===== src/hw/sgcr_regs_map.svh =====
// Register indices, field positions and reset values of the global configuration registers.
// Notes on behaviour
// - Reserved indices 0x08-0x1F, 0x25, 0x28-0x2A ignore writes and read zero.
// - Identification index 0x20 reads a fixed 8-bit code; writes do nothing.
// - Revision index 0x21 reads a fixed 8-bit code; read-only.
// - Power bits: 0 floppy, 3 parallel, 4 serial one, 5 serial two.
// - A power bit at one enables its function; zero disables it.
// - Auto power management bits 0,3,4,5 enable per function.
// - Auto power management bits 7:6 always read zero.
// - Oscillator bit 1 zero keeps PLL running; one turns it off.
// - Oscillator field 3:2 code 11 stops oscillator and baud clock.
// - Oscillator bit 7 picks alarm interrupt polarity; bits 6:4 read zero.
// - Address low byte holds port bits 7:1; bit 0 fixed zero.
// - Address high byte holds port bits 15:8.
// - Port address is any even 16-bit address.
// - Writing the high byte moves the port at once.
// - Port address resets only on hard reset, not soft reset.
// - Strap low gives default 3F0, strap high gives 370.
// - Host selects index then accesses data, only in configuration mode.
`ifndef SGCR_REGS_MAP_SVH
`define SGCR_REGS_MAP_SVH
`define SGCR_IDX_RSVD_LO    8'h08
`define SGCR_IDX_RSVD_HI    8'h1f
`define SGCR_IDX_ID         8'h20
`define SGCR_IDX_REV        8'h21
`define SGCR_IDX_PWR        8'h22
`define SGCR_IDX_APM        8'h23
`define SGCR_IDX_OSC        8'h24
`define SGCR_IDX_ADDR_LO    8'h26
`define SGCR_IDX_ADDR_HI    8'h27
`define SGCR_IDX_TEST4      8'h2b
`define SGCR_IDX_TEST5      8'h2c
`define SGCR_IDX_TEST1      8'h2d
`define SGCR_IDX_TEST2      8'h2e
`define SGCR_IDX_TEST3      8'h2f
`define SGCR_PWR_MASK       8'h39
`define SGCR_APM_MASK       8'h39
`define SGCR_OSC_MASK       8'h8f
`define SGCR_ADDR_LO_MASK   8'hfe
`define SGCR_TEST_MASK      8'hff
`define SGCR_READ_ZERO      8'h00
`define SGCR_PWR_RESET      8'h00
`define SGCR_APM_RESET      8'h00
`define SGCR_OSC_RESET      8'h04
`define SGCR_TEST_RESET     8'h00
`define SGCR_ADDR_LO_STRAP0 8'hf0
`define SGCR_ADDR_LO_STRAP1 8'h70
`define SGCR_ADDR_HI_RESET  8'h03
`define SGCR_BIT_FLOPPY     0
`define SGCR_BIT_PARALLEL   3
`define SGCR_BIT_SERIAL1    4
`define SGCR_BIT_SERIAL2    5
`define SGCR_BIT_PLL_OFF    1
`define SGCR_OSC_FIELD_HI   3
`define SGCR_OSC_FIELD_LO   2
`define SGCR_OSC_STOP       2'h3
`define SGCR_BIT_ALARM_POL  7
`endif


===== src/hw/sgcr_pkg.sv =====
// Types shared by the global configuration register block.
package sgcr_pkg;
  typedef logic [7:0] sgcr_byte_t;
endpackage


===== src/hw/sgcr_global_config_regs.sv =====
// Global configuration register bank reached by index and data strobes.
`timescale 1ns/10ps
`default_nettype none
`include "sgcr_regs_map.svh"

// ==========================================================================
// Byte register
// ==========================================================================
// One writable byte with a synchronous clear. Bits outside the mask are held
// at zero, so reserved positions always read back as zero.
module sgcr_byte_reg #(
  parameter logic [7:0] RESET_VALUE = 8'h00,
  parameter logic [7:0] WRITE_MASK  = 8'hff
) (
  input  wire logic       core_clk,
  input  wire logic       clear,
  input  wire logic       load,
  input  wire logic [7:0] dataIn,
  output logic      [7:0] value
);

  // A clear wins over a load in the same cycle, as a reset should.
  always_ff @(posedge core_clk)
  begin
    if (clear)
    begin
      value <= RESET_VALUE;
    end
    else if (load)
    begin
      value <= dataIn & WRITE_MASK;
    end
  end

endmodule // sgcr_byte_reg

module sgcr_global_config_regs #(
  parameter logic [7:0] ID_CODE  = 8'h5a, // Arbitrary identification value.
  parameter logic [7:0] REV_CODE = 8'h01  // Arbitrary revision value.
) (
  input  wire logic              core_clk,
  input  wire logic              rst,
  input  wire logic              softReset,
  input  wire logic              configMode,
  input  wire logic              strapAltAddr,
  input  wire logic [7:0]        regIndex,
  input  wire logic              dataWrite,
  input  wire logic              dataRead,
  input  wire logic [7:0]        dataIn,
  output logic      [7:0]        dataOut,
  output logic                   floppyControllerPower,
  output logic                   parallelPower,
  output logic                   serial1Power,
  output logic                   serial2Power,
  output logic                   floppyControllerAutoPm,
  output logic                   parallelAutoPm,
  output logic                   serial1AutoPm,
  output logic                   serial2AutoPm,
  output logic                   pllEnable,
  output logic                   oscEnable,
  output logic                   baudClockGeneratorEnable,
  output logic                   clockAlarmInterruptLineActiveLow,
  output logic      [15:0]       configPortAddr
);

  // ==========================================================================
  // Strap capture
  // ==========================================================================
  // The strap passes three flops; a level counts once the last two agree.
  logic       strapMeta;
  logic       strapSync;
  logic       strapStable;
  logic       strapLevel;

  // The strap is a board level so it is caught by clocked logic, never by reset.
  always_ff @(posedge core_clk)
  begin
    strapMeta   <= strapAltAddr;
    strapSync   <= strapMeta;
    strapStable <= strapSync;
    if (strapSync == strapStable)
    begin
      strapLevel <= strapStable;
    end
  end

  // ==========================================================================
  // Decode
  // ==========================================================================
  // Access is honoured only in configuration mode, after the index was set.
  wire logic wrEn      = dataWrite && configMode;
  wire logic wrPwr     = wrEn && (regIndex == `SGCR_IDX_PWR);
  wire logic wrApm     = wrEn && (regIndex == `SGCR_IDX_APM);
  wire logic wrOsc     = wrEn && (regIndex == `SGCR_IDX_OSC);
  wire logic wrAddrLo  = wrEn && (regIndex == `SGCR_IDX_ADDR_LO);
  wire logic wrAddrHi  = wrEn && (regIndex == `SGCR_IDX_ADDR_HI);
  wire logic wrTest4   = wrEn && (regIndex == `SGCR_IDX_TEST4);
  wire logic wrTest5   = wrEn && (regIndex == `SGCR_IDX_TEST5);
  wire logic wrTest1   = wrEn && (regIndex == `SGCR_IDX_TEST1);
  wire logic wrTest2   = wrEn && (regIndex == `SGCR_IDX_TEST2);
  wire logic wrTest3   = wrEn && (regIndex == `SGCR_IDX_TEST3);

  // ==========================================================================
  // Storage
  // ==========================================================================
  sgcr_pkg::sgcr_byte_t powerEnable;
  sgcr_pkg::sgcr_byte_t autoPmEnable;
  sgcr_pkg::sgcr_byte_t oscControl;
  sgcr_pkg::sgcr_byte_t addrLow;
  sgcr_pkg::sgcr_byte_t addrHigh;
  sgcr_pkg::sgcr_byte_t test4;
  sgcr_pkg::sgcr_byte_t test5;
  sgcr_pkg::sgcr_byte_t test1;
  sgcr_pkg::sgcr_byte_t test2;
  sgcr_pkg::sgcr_byte_t test3;
  logic                 addrLoaded;
  logic [15:0]          activeAddr;

  // The soft reset clears the function bytes and one test byte, never the address.
  wire logic softClear = rst || softReset;

  // Function power byte; reserved bits are masked so they read back zero.
  sgcr_byte_reg #(
    .RESET_VALUE (`SGCR_PWR_RESET),
    .WRITE_MASK  (`SGCR_PWR_MASK)
  ) i_powerReg (
    .core_clk (core_clk),
    .clear    (softClear),
    .load     (wrPwr),
    .dataIn   (dataIn),
    .value    (powerEnable)
  );

  // Automatic power management byte; the top two bits always read zero.
  sgcr_byte_reg #(
    .RESET_VALUE (`SGCR_APM_RESET),
    .WRITE_MASK  (`SGCR_APM_MASK)
  ) i_autoPmReg (
    .core_clk (core_clk),
    .clear    (softClear),
    .load     (wrApm),
    .dataIn   (dataIn),
    .value    (autoPmEnable)
  );

  // Oscillator control byte; bits 6:4 are kept at zero.
  sgcr_byte_reg #(
    .RESET_VALUE (`SGCR_OSC_RESET),
    .WRITE_MASK  (`SGCR_OSC_MASK)
  ) i_oscReg (
    .core_clk (core_clk),
    .clear    (softClear),
    .load     (wrOsc),
    .dataIn   (dataIn),
    .value    (oscControl)
  );

  // The one test byte that the soft reset also clears.
  sgcr_byte_reg #(
    .RESET_VALUE (`SGCR_TEST_RESET),
    .WRITE_MASK  (`SGCR_TEST_MASK)
  ) i_test3Reg (
    .core_clk (core_clk),
    .clear    (softClear),
    .load     (wrTest3),
    .dataIn   (dataIn),
    .value    (test3)
  );

  // Test bytes without a documented default simply start at zero.
  sgcr_byte_reg #(
    .RESET_VALUE (`SGCR_TEST_RESET),
    .WRITE_MASK  (`SGCR_TEST_MASK)
  ) i_test4Reg (
    .core_clk (core_clk),
    .clear    (rst),
    .load     (wrTest4),
    .dataIn   (dataIn),
    .value    (test4)
  );

  // Hard reset only; a soft reset leaves this test byte alone.
  sgcr_byte_reg #(
    .RESET_VALUE (`SGCR_TEST_RESET),
    .WRITE_MASK  (`SGCR_TEST_MASK)
  ) i_test5Reg (
    .core_clk (core_clk),
    .clear    (rst),
    .load     (wrTest5),
    .dataIn   (dataIn),
    .value    (test5)
  );

  // Hard reset only; a soft reset leaves this test byte alone.
  sgcr_byte_reg #(
    .RESET_VALUE (`SGCR_TEST_RESET),
    .WRITE_MASK  (`SGCR_TEST_MASK)
  ) i_test1Reg (
    .core_clk (core_clk),
    .clear    (rst),
    .load     (wrTest1),
    .dataIn   (dataIn),
    .value    (test1)
  );

  // Hard reset only; a soft reset leaves this test byte alone.
  sgcr_byte_reg #(
    .RESET_VALUE (`SGCR_TEST_RESET),
    .WRITE_MASK  (`SGCR_TEST_MASK)
  ) i_test2Reg (
    .core_clk (core_clk),
    .clear    (rst),
    .load     (wrTest2),
    .dataIn   (dataIn),
    .value    (test2)
  );

  // ==========================================================================
  // Configuration port address
  // ==========================================================================
  // Soft reset is deliberately absent: only the hard reset restores it. The
  // default waits one cycle past reset so the strap level is settled.
  wire logic [7:0] strapLow = strapLevel ? `SGCR_ADDR_LO_STRAP1 : `SGCR_ADDR_LO_STRAP0;

  always_ff @(posedge core_clk)
  begin
    if (rst)
    begin
      addrLoaded <= 1'b0;
      addrLow    <= `SGCR_ADDR_LO_STRAP0;
      addrHigh   <= `SGCR_ADDR_HI_RESET;
      activeAddr <= {`SGCR_ADDR_HI_RESET, `SGCR_ADDR_LO_STRAP0};
    end
    else if (!addrLoaded)
    begin
      addrLoaded <= 1'b1;
      addrLow    <= strapLow;
      activeAddr <= {addrHigh, strapLow};
    end
    else
    begin
      // Bit 0 is forced low so the port stays on an even address.
      if (wrAddrLo) addrLow <= dataIn & `SGCR_ADDR_LO_MASK;
      if (wrAddrHi)
      begin
        addrHigh   <= dataIn;
        activeAddr <= {dataIn, addrLow};
      end
    end
  end

  // ==========================================================================
  // Read path
  // ==========================================================================
  // Unmatched indices, reserved ones included, fall to zero.
  sgcr_pkg::sgcr_byte_t readMux;

  always_comb
  begin
    case (regIndex)
      `SGCR_IDX_ID:      readMux = ID_CODE;
      `SGCR_IDX_REV:     readMux = REV_CODE;
      `SGCR_IDX_PWR:     readMux = powerEnable;
      `SGCR_IDX_APM:     readMux = autoPmEnable;
      `SGCR_IDX_OSC:     readMux = oscControl;
      `SGCR_IDX_ADDR_LO: readMux = addrLow;
      `SGCR_IDX_ADDR_HI: readMux = addrHigh;
      `SGCR_IDX_TEST4:   readMux = test4;
      `SGCR_IDX_TEST5:   readMux = test5;
      `SGCR_IDX_TEST1:   readMux = test1;
      `SGCR_IDX_TEST2:   readMux = test2;
      `SGCR_IDX_TEST3:   readMux = test3;
      default:           readMux = `SGCR_READ_ZERO;
    endcase
  end

  // Read data is registered; it holds until the next read strobe.
  always_ff @(posedge core_clk)
  begin
    if (rst)
    begin
      dataOut <= `SGCR_READ_ZERO;
    end
    else if (dataRead)
    begin
      dataOut <= configMode ? readMux : `SGCR_READ_ZERO;
    end
  end

  // ==========================================================================
  // Function controls
  // ==========================================================================
  // Controls are straight from register bits, so they follow one cycle after a write.
  assign floppyControllerPower  = powerEnable[`SGCR_BIT_FLOPPY];
  assign parallelPower          = powerEnable[`SGCR_BIT_PARALLEL];
  assign serial1Power           = powerEnable[`SGCR_BIT_SERIAL1];
  assign serial2Power           = powerEnable[`SGCR_BIT_SERIAL2];
  assign floppyControllerAutoPm = autoPmEnable[`SGCR_BIT_FLOPPY];
  assign parallelAutoPm         = autoPmEnable[`SGCR_BIT_PARALLEL];
  assign serial1AutoPm          = autoPmEnable[`SGCR_BIT_SERIAL1];
  assign serial2AutoPm          = autoPmEnable[`SGCR_BIT_SERIAL2];
  assign pllEnable              = !oscControl[`SGCR_BIT_PLL_OFF];

  wire logic oscStopped =
    (oscControl[`SGCR_OSC_FIELD_HI:`SGCR_OSC_FIELD_LO] == `SGCR_OSC_STOP);
  assign oscEnable                        = !oscStopped;
  assign baudClockGeneratorEnable         = !oscStopped;
  assign clockAlarmInterruptLineActiveLow = oscControl[`SGCR_BIT_ALARM_POL];
  assign configPortAddr                   = activeAddr;

endmodule // sgcr_global_config_regs
`default_nettype wire


===== config.mk =====
export PLATFORM = sky130hd
export DESIGN_NAME = sgcr_global_config_regs
export DESIGN_NICKNAME = d
export VERILOG_FILES = /design/src/hw/sgcr_pkg.sv /design/src/hw/sgcr_global_config_regs.sv
export VERILOG_INCLUDE_DIRS = /design/src /design/src/hw
export SDC_FILE = /design/constraint.sdc
export NUM_CORES = 1
export LEC_CHECK = 0
export ABC_CLOCK_PERIOD_IN_PS = 2600
export BUFFER_PORTS_ARGS = -buffer_cell sky130_fd_sc_hd__buf_4
export CORE_MARGIN = 2
export CORE_UTILIZATION = 57
export DETAILED_ROUTE_END_ITERATION = 10
export PLACE_DENSITY = 0.79
export RECOVER_POWER = 100
export SETUP_SLACK_MARGIN = 0.4
export SLEW_MARGIN = 20
export SYNTH_ARGS = -nofsm -noshare
export SYNTH_HDL_FRONTEND = slang
export SYNTH_SLANG_ARGS = --single-unit

===== constraint.sdc =====
create_clock -name core_clk -period 2.6 [get_ports core_clk]
set_input_delay 0.26 -clock core_clk [delete_from_list [all_inputs] [get_ports core_clk]]
set_output_delay 0.26 -clock core_clk [all_outputs]
set_load 0.01 [all_outputs]

=== Yosys cells after proc, flatten, opt, wreduce, memory -nomap -nowiden ===
Cells that the tools add are included.

* Eq/ne operators: 16
* Multiplexer cells: 8
* Reduce and logical (&&, ||, !) cells: 15

{| class="wikitable"
|+ Operators by type and width
! cell !! number
|-
| 8-bit by 6-bit equality test with 1-bit output, second input constant || 12
|-
| 8-bit case mux with 12 select lines || 1
|-
| 16-bit 2-to-1 mux || 2
|-
| 8-bit 2-to-1 mux || 4
|-
| 1-bit logical AND || 11
|-
| 2-bit inequality test, second input constant || 2
|-
| 2-bit equality test, second input constant || 1
|-
| 1-bit zero test || 2
|-
| 2-bit AND reduction || 1
|-
| 1-bit equality test || 1
|-
| 1-bit logical OR || 1
|-
| 1-bit 2-to-1 mux || 1
|}

* Word-level logic and storage cells: 56
* Output and inout bits: 36
* Bits of input ports: 23
* Register bits after elaboration: 98

=== Logic depth before layout (Yosys ltp) ===
Gate-level depths: netlist of the first run.

* Word-level depth: 4
* Mapped depth: 7

=== Cells and area by module ===
Synthesis of the first run repeated with hierarchy kept, for this count alone.

* Cell total of the unflattened synthesis: 516
* Area, all modules: 4608.2 um^2

{| class="wikitable"
|+ By module, submodules not included
! module !! cells an instance !! seq. area each (um^2) !! area an instance (um^2) !! times used
|-
| sgcr_global_config_regs || 330 || 870.8 || 2626.3 || 1
|-
| sgcr_byte_reg (i_test1Reg ...) || 26 || 160.2 || 285.3 || 5
|-
| sgcr_byte_reg (i_autoPmReg ...) || 18 || 80.1 || 173.9 || 2
|-
| sgcr_byte_reg (i_oscReg) || 20 || 100.1 || 207.7 || 1
|}

=== Worst setup path before layout of the first run ===
No wires, ideal clock.

* Path kind: input to register
* From: input regIndex[4]
* To: register activeAddr[5] (netlist: configPortAddr[5])
* Arrival time: 1.767 ns
* Stages on the path: 6
* Slack: 0.704 ns
* Required time: 2.470 ns
* Buffers on the path: 2
* Path through: or4b_1 buf_2 nor3_4 buf_2 mux2i_1 nand2_1

* Longest elaborated chain between the ends: 3

{| class="wikitable"
|+ Ends and longest elaborated chain
! item !! RTL line !! RTL
|-
| from (decl) || sgcr_global_config_regs.sv:46 || <nowiki>input wire logic [7:0] regIndex,</nowiki>
|-
| 8-bit by 6-bit equality test with 1-bit output || -- ||
|-
| 1-bit logical AND || sgcr_global_config_regs.sv:96 || <nowiki>wire logic wrAddrHi = wrEn && (regIndex == `SGCR_IDX_ADDR_HI);</nowiki>
|-
| 2-bit inequality test (no source line) || -- ||
|-
| to (signal assigned) || sgcr_global_config_regs.sv:232 || <nowiki>activeAddr <= {`SGCR_ADDR_HI_RESET, `SGCR_ADDR_LO_STRAP0};</nowiki>
|-
| to (signal assigned) || sgcr_global_config_regs.sv:238 || <nowiki>activeAddr <= {addrHigh, strapLow};</nowiki>
|-
| to (signal assigned) || sgcr_global_config_regs.sv:247 || <nowiki>activeAddr <= {dataIn, addrLow};</nowiki>
|-
| to (decl) || sgcr_global_config_regs.sv:117 || <nowiki>logic [15:0] activeAddr;</nowiki>
|}

Every way passes these cells.
A chain may end at the register's enable or synchronous reset.

=== Worst setup path after layout of the first run ===
* From: input regIndex[4]
* To: register activeAddr[14] (netlist: configPortAddr[14])

Same word-level chain as after synthesis.

==> metrics, run 1 <==
Cell Area, Placed=4841 sq um; Syn Nets=478; Antenna Nets Post-Route=0; Clk pwr share=39.6%; logic gate share of total power=6.9%; Slew HR=19.76%; Post-CTS Hold Buffers=1; Reg area=1932 sq um; Distinct cells, synth=56; clk buf depth=2; Setup CP Type=in2reg; die area=8348 sq um; row count=31; Nets=522; wire length per cell=18.01 microns; # DRC=0; Synth area leader=dfxtp_1; Leakage=1.750 nW; Starting Density=59.34%; Area Growth Syn to Fin=12.11%; Final Non-Filler Cells=603; adder-cell area share of the yosys netlist=0%; detailed placement HPWL=7507 microns; number of diodes=0; first-pass GRT wire length=17970 microns; IO Port Bufs=57; xor and xnor area share after synthesis=0.2013%; dpl ws=0.2640 ns; Slowest Stage Delay on Critical Path=0.72 ns; Mapped Area=4350 sq um; vias in the first global route=3493; Top FF cell, synth=dfxtp_1; Reg power frac=53.5%; P_int=0.002102 W; Post-Syn Area per Cell=9.561 sq um; die span in x=91.37 microns; Post-CTS Setup Bufs=0; io pins=59; post_cts resized=0; RSZ-0062 raised after global routing=no; mux share of post-synthesis cell area=22.40%; Util after Layout=66.53%; Commonest cells post-synth=95 x dfxtp_1, 76 x mux2i_1, 74 x nor2_1, 29 x clkbuf_1, 25 x nand2_1; ranking of synthesized cells by area=dfxtp_1 44%, mux2i_1 17%, nor2_1 6.4%; # clock sinks=96; Core Area=7331 sq um; largest net degree at the start of global routing=58; Syn Inst Count=455; synth warn=0; initial antenna violation count=0; Worst-Margin Slew=1.204 ns; GRT Overall Usage=27.29%; max frequency=456.1 MHz; Synth Area in Compound Gates=8.225%; crit start category=primary input; final worst path period share=84.32%; Final GP Congestion=0.9186; power density cells=570.7 nW/um^2; initial DRC count=341; status=finished clean; H-tree depth=3; Worst Hold Class=in2reg; CP Capture Type=flip-flop; drt pass-1 iters=5; GR Overflow Total=0; clk_lat worst skew=0.37 ns; total number of vias=3582; CTS root buf=clkbuf_8; Worst Path Required=2.86 ns; largest family of logic cells by synthesized area=multiplexers; Max stage delay cell, worst path=or4b_1; top cell type's share of synthesized area=43.72%; max-cap viol count=0; fin crit period=2.192 ns; simple-gate portion of the synthesized area=20.51%; #FFs+latches synth=96; DR vias/cell=5.940; VDD IR max=362.7 uV; ys async rst share=0%; most frequent cell after synthesis=dfxtp_1; Net Switching=0.0006820 W; Reg clk slew, reported paths=0.10 ns; share of layout cells above drive strength 1=13.49%; max-slew violations=0; Post-synth EDFFs=1; final setup skew=0.01335 ns; TritonCTS Buffers=9; fin area=4877 sq um; Seq/Total Area, Yosys=44.41%; Sw Share=24.50%; setup TNS=0 ns; CP cell instances=clkbuf_4 -> or4b_1 -> nor3_4 -> clkbuf_1 -> mux2i_1 -> a211oi_1; Hold Vio Cnt, Final=0; worst-path maximum fanout=9; Post-Place Cells=586; Routed WL=10860 microns; setup violators final=0; Worst EP arrival=2.46 ns; Die Ht=91.37 microns; CTS tree=done; post-route worst setup slack=0.4077 ns; # fillers=617; Multi-input gate area=2202 sq um
## layout by cell type, fill, tap and decap left out, types with 9 or more instances in the layout
master	Yosys	routed
nor2b_1	11	11
nand3_1	19	19
dfxtp_1	95	95
clkbuf_8	0	9
nand2_1	25	25
mux2i_1	76	76
nor2_1	74	75
a21oi_1	19	19
clkbuf_1	29	42
mux2_2	9	9
buf_4	2	25
## final cells by class
type	instances	share of cell area [%]
well taps	99	2.540
clock buffers	9	2.540
repair buffers	72	7.799
clock inverters	7	2.052
inverters	4	0.3079
flip-flops and latches	96	39.61
multi-input cells	316	45.15
## power by group through the flow
stage / logic [W] / clock network, W / registers, W
2_1_floorplan: 0.000120 / 0 / 0.00153
3_3_place_gp: 0.000194 / 0 / 0.00152
3_5_place_dp: 0.000196 / 0 / 0.00152
4_1_cts: 0.000198 / 0.00111 / 0.00149
5_1_grt: 0.000205 / 0.00119 / 0.00149
6_report: 0.000191 / 0.00110 / 0.00149
## critical path: cells and delay by family
family	cells	cell delay [ns]
buffers and inverters	2	0.58
muxes	1	0.15
AOI/OAI and AO/OA	1	0.26
and+or+nand+nor	2	1.19
## layer usage
layer	vias to the layer above	wire, microns	global-route usage, %
met1	1717	4761	38.19
met3	19	836	3.237
met5	-	0	0
met2	163	5079	43.70
met4	0	181	9.596
li1	1683	-	-
## cells by family (layout without fill, tap and decap cells)
kind of cell	count (synthesis)	count (layout)
flip-flops	96	96
multiplexers	90	90
AO/OA/AOI/OAI	53	53
other	1	1
buffers and inverters	43	92
XOR/XNOR	1	1
AND/OR/NAND/NOR	171	171
## registers in the layout, indices dropped and copies added (netlist names)
| name | flops |
|---|---|
| i_autoPmReg.value | 4 |
| i_powerReg.value | 4 |
| addrLoaded | 1 |
| i_test2Reg.value | 8 |
| i_oscReg.value | 5 |
| strapStable | 1 |
| strapLevel | 1 |
| strapMeta | 1 |
| i_test3Reg.value | 8 |
| i_test5Reg.value | 8 |
| i_test4Reg.value | 8 |
| configPortAddr | 15 |
| addrHigh | 8 |
| strapSync | 1 |
| i_test1Reg.value | 8 |
| dataOut | 8 |
| addrLow | 7 |
## metrics by stage
stage	hold slack, ns	total power, W
2_1_floorplan	0.2877	0.001646
3_3_place_gp	0.3239	0.001718
3_5_place_dp	0.3143	0.001720
4_1_cts	0.1790	0.002801
5_1_grt	0.2002	0.002885
6_report	0.1962	0.002784
## path summary, 6_finish.rpt
path | slack, ns | depth (start not counted) | end | startpoint
worst max register to register | 1.05 | 3 | configPortAddr[8]$_SDFFE_PP1P_ | addrLoaded$_DFF_P_
worst max-delay path | 0.41 | 6 | configPortAddr[14]$_SDFFE_PP0P_ | regIndex[4]
worst min-delay path | 0.20 | 3 | addrLow[6]$_SDFFE_PP1P_ | dataIn[6]
worst min register to register | 0.34 | 0 | strapSync$_DFF_P_ | strapMeta$_DFF_P_
(Power assumes the default switching activity.)
==> inputs of run 2 (changes only) <==
--- a/config.mk
+++ b/config.mk
@@ -6,7 +6,7 @@
 export SDC_FILE = /design/constraint.sdc
 export NUM_CORES = 1
 export LEC_CHECK = 0
-export ABC_CLOCK_PERIOD_IN_PS = 2600
+export ABC_CLOCK_PERIOD_IN_PS = 2260
 export BUFFER_PORTS_ARGS = -buffer_cell sky130_fd_sc_hd__buf_4
 export CORE_MARGIN = 2
 export CORE_UTILIZATION = 57
==> constraint.sdc (replaced) <==
create_clock -name core_clk -period 2.26 [get_ports core_clk]
set_input_delay 0.226 -clock core_clk [delete_from_list [all_inputs] [get_ports core_clk]]
set_output_delay 0.226 -clock core_clk [all_outputs]
set_load 0.01 [all_outputs]
==> run 2 against run 1 <==
Non-clock buffer count grew 8. Power grew 12%. First-iteration DRC count shrank 36%. Register-to-register slack lost 0.22 ns. Utilization grew 1.5 points. Routed wire length grew 4.0%. Critical endpoint is now i_test4Reg.value[4]$_SDFFE_PP0P_.
==> metrics, run 2 (synthesized netlist as in run 1, its figures left out) <==
status=finished clean; final setup skew=0.007025 ns (-0.006324 ns); commonest non-fill, non-tap cells in the layout=95 x dfxtp_1, 76 x mux2i_1, 75 x nor2_1, 40 x clkbuf_1, 33 x buf_4; IO Port Bufs=57 (unchanged); share of layout cells above drive strength 1=15.04% (+1.5 points); Hold Vio Cnt, Final=0 (unchanged); Post-CTS Setup Bufs=0 (unchanged); TritonCTS Buffers=9 (unchanged); io pins=59 (unchanged); Reg clk slew, reported paths=0.10 ns (about the same); Routed WL=11290 microns (+4.0%); power density cells=626.7 nW/um^2 (+9.8%); Post-Place Cells=594 (+1.4%); Antenna Nets Post-Route=0 (unchanged); drt pass-1 iters=4 (-1); Setup CP Type=in2reg; max reg flops=15 (unchanged); initial DRC count=219 (-36%); Multi-input gate area=2217 sq um (+0.68%); row count=31 (unchanged); Worst-Margin Slew=1.196 ns (-0.007519 ns); Leakage=1.811 nW (+3.5%); max-slew violations=0 (unchanged); Die Ht=91.37 microns (unchanged); setup violators final=0 (unchanged); CTS root buf=clkbuf_8; worst-path maximum fanout=7 (-2); Reg area=1932 sq um (unchanged); Nets=530 (+1.5%); Final GP Congestion=0.9364 (+1.9%); clk buf depth=2 (unchanged); # fillers=627 (+1.6%); H-tree depth=3 (unchanged); wire length per cell=18.48 microns (+2.6%); P_int=0.002318 W (+10%); Clk pwr share=37.9% (-1.7 points); RSZ-0062 raised after global routing=no; number of diodes=0 (unchanged); commonest non-fill, non-tap cell in the layout=dfxtp_1; CP Capture Type=flip-flop; fin crit period=1.857 ns; PnR Total Power=0.003125 W (+12%); die span in x=91.37 microns (unchanged); final worst path period share=82.17%; Area Growth Syn to Fin=14.61%; post-route worst setup slack=0.4030 ns (-0.004662 ns); Final Non-Filler Cells=611 (+1.3%); max frequency=538.5 MHz; first-pass GRT wire length=18310 microns (+1.9%); CTS tree=done; total number of vias=3554 (-0.78%); max-cap viol count=0 (unchanged); DR vias/cell=5.817 (-2.1%); Reg power frac=54.8% (+1.3 points); largest net degree at the start of global routing=58 (unchanged); Slew HR=20.26% (+0.50 points); initial antenna violation count=0 (unchanged); detailed placement HPWL=8034 microns (+7.0%); VDD IR max=393.7 uV (+8.6%); logic gate share of total power=7.3% (+0.4 points); dpl ws=0.1185 ns (-0.1455 ns); GR Overflow Total=0 (unchanged); clk_lat worst skew=0.36 ns (about the same); Worst Path Required=2.47 ns (-0.39 ns); Core Area=7331 sq um (unchanged); Net Switching=0.0008069 W (+18%); Starting Density=59.34% (unchanged); # DRC=0 (unchanged); setup TNS=0 ns (unchanged); GRT Overall Usage=28.02% (+0.73 points); vias in the first global route=3526 (+0.94%); Sw Share=25.82% (+1.3 points); die area=8348 sq um (unchanged); crit start category=primary input; Worst Hold Class=in2reg; Worst EP arrival=2.07 ns (-0.39 ns); # clock sinks=96 (unchanged)
-- run 2: changes by cell type in the layout (fill, tap and decap cells not counted), moves of 2 or more --
cell / previous run / this run
buf_4: 25 / 33
buf_12: 0 / 3
nor4_2: 2 / 0
clkbuf_1: 42 / 40
clkinv_4: 0 / 2
-- run 2: area by class of cell --
type	count	share of cell area (%)
multi-input cells	316	44.47
flip-flops and latches	96	38.75
repair buffers	80	9.787
clock buffers	9	2.484
well taps	99	2.484
clock inverters	7	1.731
inverters	4	0.3011
-- run 2: metal layers --
| layer | track usage [%] | vias up | wire, microns | part of all wire, % |
|---|---|---|---|---|
| met5 | 0 | - | 0 | 0 |
| met4 | 12.50 | 0 | 192 | 1.7 |
| met3 | 3.983 | 16 | 777 | 6.9 |
| met2 | 43.95 | 131 | 5241 | 46 |
| met1 | 38.47 | 1705 | 5083 | 45 |
| li1 | - | 1702 | - | - |
-- run 2: path summary, 6_finish.rpt --
check / start / end / slack [ns] / cells after the start
max: regIndex[7] / i_test4Reg.value[4]$_SDFFE_PP0P_ / 0.40 / 8
max reg2reg: i_test3Reg.value[5]$_SDFFE_PP0P_ / dataOut[5]$_SDFFE_PP0P_ / 0.83 / 5
min: dataIn[6] / addrLow[6]$_SDFFE_PP1P_ / 0.17 / 3
min reg2reg: strapMeta$_DFF_P_ / strapSync$_DFF_P_ / 0.35 / 0
-- run 2: power groups by stage --
stage | Combinational [W] | Clock, W | Sequential (W)
2_1_floorplan | 0.000139 | 0 | 0.00175
3_3_place_gp | 0.000231 | 0 | 0.00175
3_5_place_dp | 0.000232 | 0 | 0.00175
4_1_cts | 0.000235 | 0.00120 | 0.00171
5_1_grt | 0.000245 | 0.00126 | 0.00172
6_report | 0.000228 | 0.00118 | 0.00171
-- run 2: what timing repair did --
action,in CTS,in global routing
setup endpoints to repair,0,8
gates resized for setup,0,1
hold buffers,1,0
hold endpoints to repair,1,0
-- run 2: worst max-delay path, stage by stage --
cell and delay [ns]:
buf_4 0.12, nor4b_2 0.47, clkbuf_4 0.25, nand2_1 0.08
nor3_1 0.47, buf_12 0.21, mux2i_1 0.19, nor2_1 0.06
-- run 2: per-stage QoR --
stage | instance area [sq um] | hold WS [ns] | utilization [%]
after detailed placement | 4938 | 0.3284 | 67.37
final | 4986 | 0.1684 | 68.02
after floorplan | 4353 | 0.2537 | -
after CTS | 5159 | 0.1622 | 70.37
after global routing | 4986 | 0.1703 | 68.02
after global placement | 4938 | 0.3186 | 67.37
